## src/sadc_consts.svh

```systemverilog
/*
 * Constants for the converter serial readout and mode control block.
 * Assumes inclusion by bare name from the design modules.
 */
`ifndef SADC_CONSTS_SVH
`define SADC_CONSTS_SVH

// ----------------------------------------
// Frame layout
// ----------------------------------------
`define SADC_FRAME_BITS 16
`define SADC_LEAD_ZEROS 4
`define SADC_PD_EDGE_LO 5'h02
`define SADC_PD_EDGE_HI 5'h0A
`define SADC_FULL_EDGE 5'h10
`define SADC_RES_12 2'h0
`define SADC_RES_10 2'h1
`define SADC_RES_8 2'h2

// ----------------------------------------
// Rates
// ----------------------------------------
`define SADC_SCLK_MHZ 20
`define SADC_RATE_KSPS 1000
`define SADC_SCLK_PER_CONV 16

`endif

```

## src/sadc_pkg.sv

```systemverilog
/*
 * Types for the converter serial readout and mode control block.
 * Assumes the constants header sits in the same folder.
 */
package sadc_pkg;
    typedef enum logic [3:0] {
        SADC_IDLE = 4'h1,
        SADC_CONV = 4'h2,
        SADC_DONE = 4'h4,
        SADC_ABORT = 4'h8
    } sadc_state_t;

    typedef enum logic {
        SADC_MODE_NORMAL = 1'b0,
        SADC_MODE_PDOWN = 1'b1
    } sadc_mode_t;
endpackage

```

## src/sadc_sar_core.sv

```systemverilog
/*
 * Successive-approximation search: one trial bit per serial clock step.
 * Assumes the caller pulses i_step on serial clock falling edges and holds
 * i_cmp_high as the comparator answer for the present trial.
 */
`timescale 1ns/10ps
`include "sadc_consts.svh"

module sadc_sar_core
    import sadc_pkg::*;
(
    // Clock and reset
    input wire logic i_clk_sys,
    input wire logic i_rst,
    input wire logic i_ce,
    // Control
    input wire logic i_start,
    input wire logic i_step,
    input wire logic i_cmp_high,
    // Result
    output logic [11:0] o_trial,
    output logic [11:0] o_code,
    output logic o_done
);
    logic [11:0] code;
    logic [11:0] mask;
    logic done;
    logic [11:0] next_code;
    logic [11:0] next_mask;
    logic next_done;

    // ----------------------------------------
    // Search
    // ----------------------------------------
    always_comb begin
        next_code = code;
        next_mask = mask;
        next_done = done;
        if (i_start) begin
            next_code = 12'h800;
            next_mask = 12'h800;
            next_done = 1'b0;
        end else if (i_step && !done) begin
            // Keep trial bit when input is above it, then try next lower bit
            next_code = (i_cmp_high ? code : (code & ~mask)) | (mask >> 1);
            next_mask = mask >> 1;
            if (mask == 12'h001) begin
                next_code = i_cmp_high ? code : (code & ~mask);
                next_done = 1'b1; // Balanced: code is final
            end
        end
    end

    always_ff @(posedge i_clk_sys or posedge i_rst) begin
        if (i_rst) begin
            code <= 12'h000;
            mask <= 12'h000;
            done <= 1'b0;
        end else if (i_ce) begin
            code <= next_code;
            mask <= next_mask;
            done <= next_done;
        end
    end

    assign o_trial = code;
    assign o_code = code; // Straight binary, zero scale is all zeros
    assign o_done = done;
endmodule // sadc_sar_core

```

## src/sadc_readout.sv

```systemverilog
/*
 * Serial readout and power mode control of a small SAR converter.
 * Assumes chip select and serial clock are synchronous inputs sampled on
 * i_clk_sys, which must run well above the serial clock (20 MHz nominal).
 */
`timescale 1ns/10ps
`include "sadc_consts.svh"

module sadc_readout
    import sadc_pkg::*;
#(
    parameter logic [1:0] RES_SEL = `SADC_RES_12
) (
    // Clock, reset, enable
    input wire logic i_clk_sys,
    input wire logic i_rst,
    input wire logic i_ce,
    // Serial pins
    input wire logic i_cs_n,
    input wire logic i_sclk,
    output logic o_serial_result_out,
    output logic o_serial_result_out_oe,
    // Analog front end
    input wire logic i_cmp_high,
    output logic [11:0] o_dac_trial,
    output logic o_sample_hold,
    // Status
    output logic o_power_down,
    output logic o_conv_done
);
    localparam int SCLK_PER_US = `SADC_SCLK_MHZ * 1000 / `SADC_RATE_KSPS;

    sadc_state_t state;
    sadc_state_t next_state;
    sadc_mode_t mode;
    sadc_mode_t next_mode;
    logic cs_n_q;
    logic sclk_q;
    logic [4:0] edge_cnt;
    logic [4:0] next_edge_cnt;
    logic live;
    logic next_live;
    logic [15:0] word_now;
    logic sdo;
    logic next_sdo;
    logic oe;
    logic next_oe;
    logic cs_fall;
    logic cs_rise;
    logic sclk_fall;
    logic sar_step;
    logic [11:0] sar_code;
    logic sar_done;

    // Build the padded frame word for the chosen resolution
    function automatic logic [15:0] frame_word(input logic [1:0] res, input logic [11:0] code);
        case (res)
            `SADC_RES_10: frame_word = {4'h0, code[11:2], 2'h0};
            `SADC_RES_8: frame_word = {4'h0, code[11:4], 4'h0};
            default: frame_word = {4'h0, code};
        endcase
    endfunction

    // ----------------------------------------
    // Edge detection
    // ----------------------------------------
    always_ff @(posedge i_clk_sys or posedge i_rst) begin
        if (i_rst) begin
            cs_n_q <= 1'b1;
            sclk_q <= 1'b1;
        end else if (i_ce) begin
            cs_n_q <= i_cs_n;
            sclk_q <= i_sclk;
        end
    end

    assign cs_fall = cs_n_q && !i_cs_n;
    assign cs_rise = !cs_n_q && i_cs_n;
    assign sclk_fall = sclk_q && !i_sclk && !i_cs_n;

    // The step count fits 12 trials into edges 3..14 of 16, so a 20 MHz
    // clock finishes one conversion per microsecond of frame.
    assign sar_step = sclk_fall && (state == SADC_CONV) && (edge_cnt >= 5'h02) && (edge_cnt < 5'h0E);

    // Resolution sets the transfer grid; the 8-bit variant uses whole-step
    // transitions, which the analog trial offset provides.
    sadc_sar_core u_sar (
        .i_clk_sys(i_clk_sys),
        .i_rst(i_rst),
        .i_ce(i_ce),
        .i_start(cs_fall && mode == SADC_MODE_NORMAL),
        .i_step(sar_step),
        .i_cmp_high(i_cmp_high),
        .o_trial(o_dac_trial),
        .o_code(sar_code),
        .o_done(sar_done)
    );

    // A frame begun in power-down starts no new search and leaves live low, so its word is all zeros
    assign word_now = live ? frame_word(RES_SEL, sar_code) : 16'h0000;

    // ----------------------------------------
    // Frame and mode control
    // ----------------------------------------
    always_comb begin
        next_state = state;
        next_mode = mode;
        next_edge_cnt = edge_cnt;
        next_live = live;
        next_sdo = sdo;
        next_oe = oe;
        case (state)
            SADC_IDLE: begin
                next_oe = 1'b0;
                next_sdo = 1'b0;
                if (cs_fall) begin
                    next_state = SADC_CONV;
                    next_edge_cnt = 5'h00;
                    next_oe = 1'b1;
                    next_live = (mode == SADC_MODE_NORMAL);
                end
            end
            SADC_CONV: begin
                if (cs_rise) begin
                    next_oe = 1'b0;
                    next_state = SADC_IDLE;
                    if (edge_cnt >= `SADC_PD_EDGE_LO && edge_cnt < `SADC_PD_EDGE_HI) begin
                        next_mode = SADC_MODE_PDOWN;
                    end else if (edge_cnt < `SADC_PD_EDGE_LO) begin
                        next_mode = mode; // Glitch guard, keeps mode
                    end else begin
                        next_mode = SADC_MODE_NORMAL;
                    end
                    if (mode == SADC_MODE_PDOWN && edge_cnt < `SADC_PD_EDGE_HI) begin
                        next_mode = SADC_MODE_PDOWN; // Short frame stays down
                    end
                end else if (sclk_fall) begin
                    next_edge_cnt = edge_cnt + 5'h01;
                    // Each result bit settles two falls before it is due, so
                    // the word is read live instead of loaded once.
                    next_sdo = word_now[4'hF - edge_cnt[3:0]];
                    if (edge_cnt == 5'h09 && mode == SADC_MODE_PDOWN) begin
                        next_mode = SADC_MODE_NORMAL; // Held to tenth edge
                    end
                    if (edge_cnt == `SADC_FULL_EDGE - 5'h01) begin
                        next_state = SADC_DONE;
                    end
                end
            end
            SADC_DONE: begin
                if (cs_rise || sclk_fall) begin
                    next_oe = 1'b0; // Word complete, release the line
                    next_sdo = 1'b0;
                end
                if (cs_rise) begin
                    next_state = SADC_IDLE;
                end
            end
            SADC_ABORT: begin
                next_state = SADC_IDLE;
                next_oe = 1'b0;
            end
            default: begin
                next_state = SADC_IDLE;
                next_oe = 1'b0;
            end
        endcase
    end

    always_ff @(posedge i_clk_sys or posedge i_rst) begin
        if (i_rst) begin
            state <= SADC_IDLE;
            mode <= SADC_MODE_NORMAL;
            edge_cnt <= 5'h00;
            live <= 1'b0;
            sdo <= 1'b0;
            oe <= 1'b0;
        end else if (i_ce) begin
            state <= next_state;
            mode <= next_mode;
            edge_cnt <= next_edge_cnt;
            live <= next_live;
            sdo <= next_sdo;
            oe <= next_oe;
        end
    end

    // ----------------------------------------
    // Outputs
    // ----------------------------------------
    assign o_serial_result_out = sdo;
    assign o_serial_result_out_oe = oe && !i_cs_n;
    assign o_sample_hold = (state == SADC_CONV) && live;
    assign o_power_down = (mode == SADC_MODE_PDOWN);
    assign o_conv_done = sar_done;
endmodule // sadc_readout

```

## config.mk

```make
export PLATFORM = sky130hd
export DESIGN_NAME = sadc_readout
export DESIGN_NICKNAME = d
export VERILOG_FILES = /design/src/sadc_pkg.sv /design/src/sadc_sar_core.sv /design/src/sadc_readout.sv
export VERILOG_INCLUDE_DIRS = /design/src
export SDC_FILE = /design/constraint.sdc
export NUM_CORES = 1
export LEC_CHECK = 0
export BUFFER_PORTS_ARGS = -buffer_cell sky130_fd_sc_hd__buf_2
export CORE_ASPECT_RATIO = 1.1
export CORE_MARGIN = 2
export CORE_UTILIZATION = 35
export DETAILED_ROUTE_END_ITERATION = 10
export PLACE_DENSITY = 0.63
export SETUP_SLACK_MARGIN = 0.1
export SLEW_MARGIN = 20
export SYNTH_ARGS = -nofsm -noshare
export SYNTH_HDL_FRONTEND = slang
export SYNTH_SLANG_ARGS = --single-unit
export TNS_END_PERCENT = 100
```

## constraint.sdc

```tcl
create_clock -name i_clk_sys -period 3.2 [get_ports i_clk_sys]
set_clock_uncertainty 0.15 [all_clocks]
set_input_delay 0.32 -clock i_clk_sys [delete_from_list [all_inputs] [get_ports i_clk_sys]]
set_output_delay 0.32 -clock i_clk_sys [all_outputs]
set_load 0.02 [all_outputs]
```

==> metrics.md <==
| Metric | Value |
|---|---|
| Cell chain of the critical path | or3b_1, nor4_4, a21oi_1, buf_4, a22o_1 |
| Vias in the first global route | 1,550 |
| Share of cells above drive strength 1 | 22.1% |
| Total CTS buffers | 5 |
| Hold Fails Final Rpt | 0 |
| Core area | 0.00570 sq mm |
| Layout area overhead | 14.2% |
| Fmax achieved | 430 MHz |
| Slew headroom | 55.3% |
| Boundary Pins | 23 |
| Top_reg_cell synth | dfrtp_1 |
| Delay-heaviest family, CP | simple AND/OR/NAND/NOR gates |
| Placed cell areas | around 0.0022 sq mm |
| Sequential fraction of the synthesis area | 48.3% |
| Initial antenna violation count | 0 |
| Drt total wl | 4720 um |
| CP arrival | 2.36 ns |
| ANT nets after route | 0 |
| CTS tree | done |
| Post-Route Setup TNS | 0 ns |
| Drt initial violations | around 130 |
| Nets | about 220 |
| CP required | 3.23 ns |
| Fin. max-slew vios | 0 |
| Worst min path class | in -> reg |
| Sink Count | 39 |
| Die W | 76.6 um |
| VDD IR max | 293 uV |
| Register area | 980 sq um |
| Worst r2r src | state[1] |
| Mapped Area | 0.00203 sq mm |
| Power per Cell Area | 432 mW/mm^2 |
| Die Height | 83.8 um |
| CP max stage delay | 0.56 ns |
| Placed Cells | 281 |
| Full die area | 0.00642 sq mm |
| Worst-Skew Late Latency | about 0.29 ns |
| Number of synthesized flops with an enable pin | 0 |
| WL/cell | roughly 16 um |
| Critical path class | reg -> reg |
| Cells after Synth | 187 |
| Layout Cells excl Fill | 290 |
| Clock transition at the registers of the reported paths | roughly 0.080 ns |
| RSZ-0062 raised after global routing | no |
| Tmin final | 2.33 ns |
| Placed wire-length estimate | 3220 um |
| Drt pass-1 iters | 4 |
| CTS root buf | clkbuf_8 |
| Multi-input gate area | 961 sq um |
| Total track usage | 15.4% |
| Starting Density | a little over a third |
| Post-CTS sizing | 0 |
| CP max stage cell | or3b_1 |
| CP Launch Point | state[1] |
| First-pass GRT wire length | around 7900 um |
| Avg Inst Size Synth | 10.8 sq um |
| H-tree Lvls | 2 |
| Via density | 5.68 |
| Critical path endpoint | u_sar.mask[3] |
| CTS Buffer Depth | 2 |
| Via count | 1,646 |
| R2R setup slack | 0.87 ns |
| Leak | 0.00104 uW |
| Largest net degree at the start of global routing | 40 |
| Post-synth cell types | approximately 50 |
| Max Cap Violations | 0 |
| Fillers | 573 |
| CP endpoint kind | register |
| Finished Cell Area | 0.00232 sq mm |
| Syn. warnings | 0 |
| Share of synthesized flip-flops with an asynchronous set or reset | 100% |
| Least-Margin Pin Slew | 0.665 ns |
| Status | complete, no violations |
| Tot Pwr | between 1000 and 1500 uW |
| Input/output buffers | 22 |
| Post-Syn Nets | 196 |
| Post-CTS setup buffer count | 0 |
| GPL Wtd Cong | approximately 0.82 |
| Critical path depth | 5 |
| Num rows | 29 |
| R2r endpoint | u_sar.mask[3] |
| Synth area leader | dfrtp_1 |
| Top post-synthesis cells by area | dfrtp_1 (44%), a22o_1 (5.6%), dfstp_2 (3.9%), nand4_1 (2.8%), a32o_1 (2.5%) |
| Library cell with the highest instance count after synthesis | dfrtp_1 |
| Yosys top cell area share | 44.4% |
| Antenna diode count | 0 |
| Tcrit/Tclk final | 72.7% |
| Drt drc | 0 |
| Synth cell count leaders | dfrtp_1 (36), a22o_1 (13), nand2_1 (13) |
| FF+latch count, synth | 39 |
| CP Launch Type | register |
| Worst Reg2Reg Path Length in Cells | 5 |
| Count of final setup violators | 0 |
| GR Overflow Total | 0 |
| CP Max Fanout | 11 |
| WP buf/inv | 1 |
==> report_power, final <==
| group | switching (uW) | leakage (uW) | internal [uW] |
|---|---|---|---|
| sequential | 23.3 | 0.000518 | 514 |
| combinational | 65.7 | 0.000470 | 40.1 |
| clock | 181 | 0.0000474 | 176 |
| total | 270 | 0.00104 | 730 |
==> through the flow <==
stage	util, %	worst slack, ns	hold WS, ns
CTS	40.7	0.907	0.130
finish	40.7	0.872	0.138
floorplan	-	1.09	0.279
global route	40.7	0.771	0.149
global placement	38.7	0.937	0.309
detailed placement	38.7	0.923	0.312
==> worst min path at each step <==
stage | slack, ns | from | cells after the start | to
3_5_place_dp | 0.31 | i_rst | 3 | edge_cnt[4]
4_1_cts | 0.13 | i_sclk | 2 | sclk_q
6_report | 0.14 | i_sclk | 2 | sclk_q
2_1_floorplan | 0.28 | edge_cnt[4] | 1 | o_power_down
5_1_grt | 0.15 | i_sclk | 2 | sclk_q
3_3_place_gp | 0.31 | i_rst | 3 | live
==> layout make-up <==
cell class	instances	share of cell area, %
Clock buffer	6	3.57
Timing Repair Buffer	27	6.48
Sequential cell	39	42.3
Inverter	8	1.30
Multi-Input combinational cell	131	41.5
Clock inverter	2	0.702
Tap cell	77	4.16
==> cells by family (layout without fill, tap and decap cells) <==
family	Yosys count	count (layout)	share of synthesized area (%)
xor+xnor	1	1	0.432
compound gates	59	59	21.8
simple gates	61	61	19.0
mux	7	7	4.26
fa+ha+maj	3	3	1.85
buf+inv	17	43	4.32
flops	39	39	48.3
==> worst register-to-register path: stages, from the launching register on <==
cell,delay [ns]
dfrtp_1,0.47
or3b_1,0.56
nor4_4,0.53
a21oi_1,0.14
buf_4,0.19
a22o_1,0.19
==> per-layer routing <==
metal	track usage [%]	part of all wire, %	up-vias
met1	21.0	45	824
met4	5.62	1.7	0
met3	3.14	4.7	8
met2	24.3	48	44
li1	-	-	770
met5	0	0	-
==> cell usage in the layout, fill, tap and decap left out, drive strengths merged, types with 3 or more instances in the layout <==
cell / n
a21o: 6
a21oi: 5
a22o: 13
a31oi: 7
a32o: 5
and3: 3
buf: 26
clkbuf: 6
dfrtp: 36
dfstp: 3
ha: 3
inv: 7
mux2: 3
mux2i: 3
nand2: 13
nand3: 3
nand4: 9
nor2: 9
nor3b: 3
nor4: 4
o21ai: 8
or4b: 3
==> registers in the layout (all words and copies together) (netlist names) <==
name	flops
live	1
u_sar.o_code	12
sclk_q	1
o_serial_result_out	1
o_power_down	1
edge_cnt	5
state	3
oe	1
cs_n_q	1
u_sar.o_done	1
u_sar.mask	12
==> timing repair <==
item / CTS / global route
endpoints found under the setup margin: 0 / 0
endpoints found under the hold margin: 11 / 0
hold buffers: 1 / 0
No activity file was read; power rests on OpenSTA's default activity.
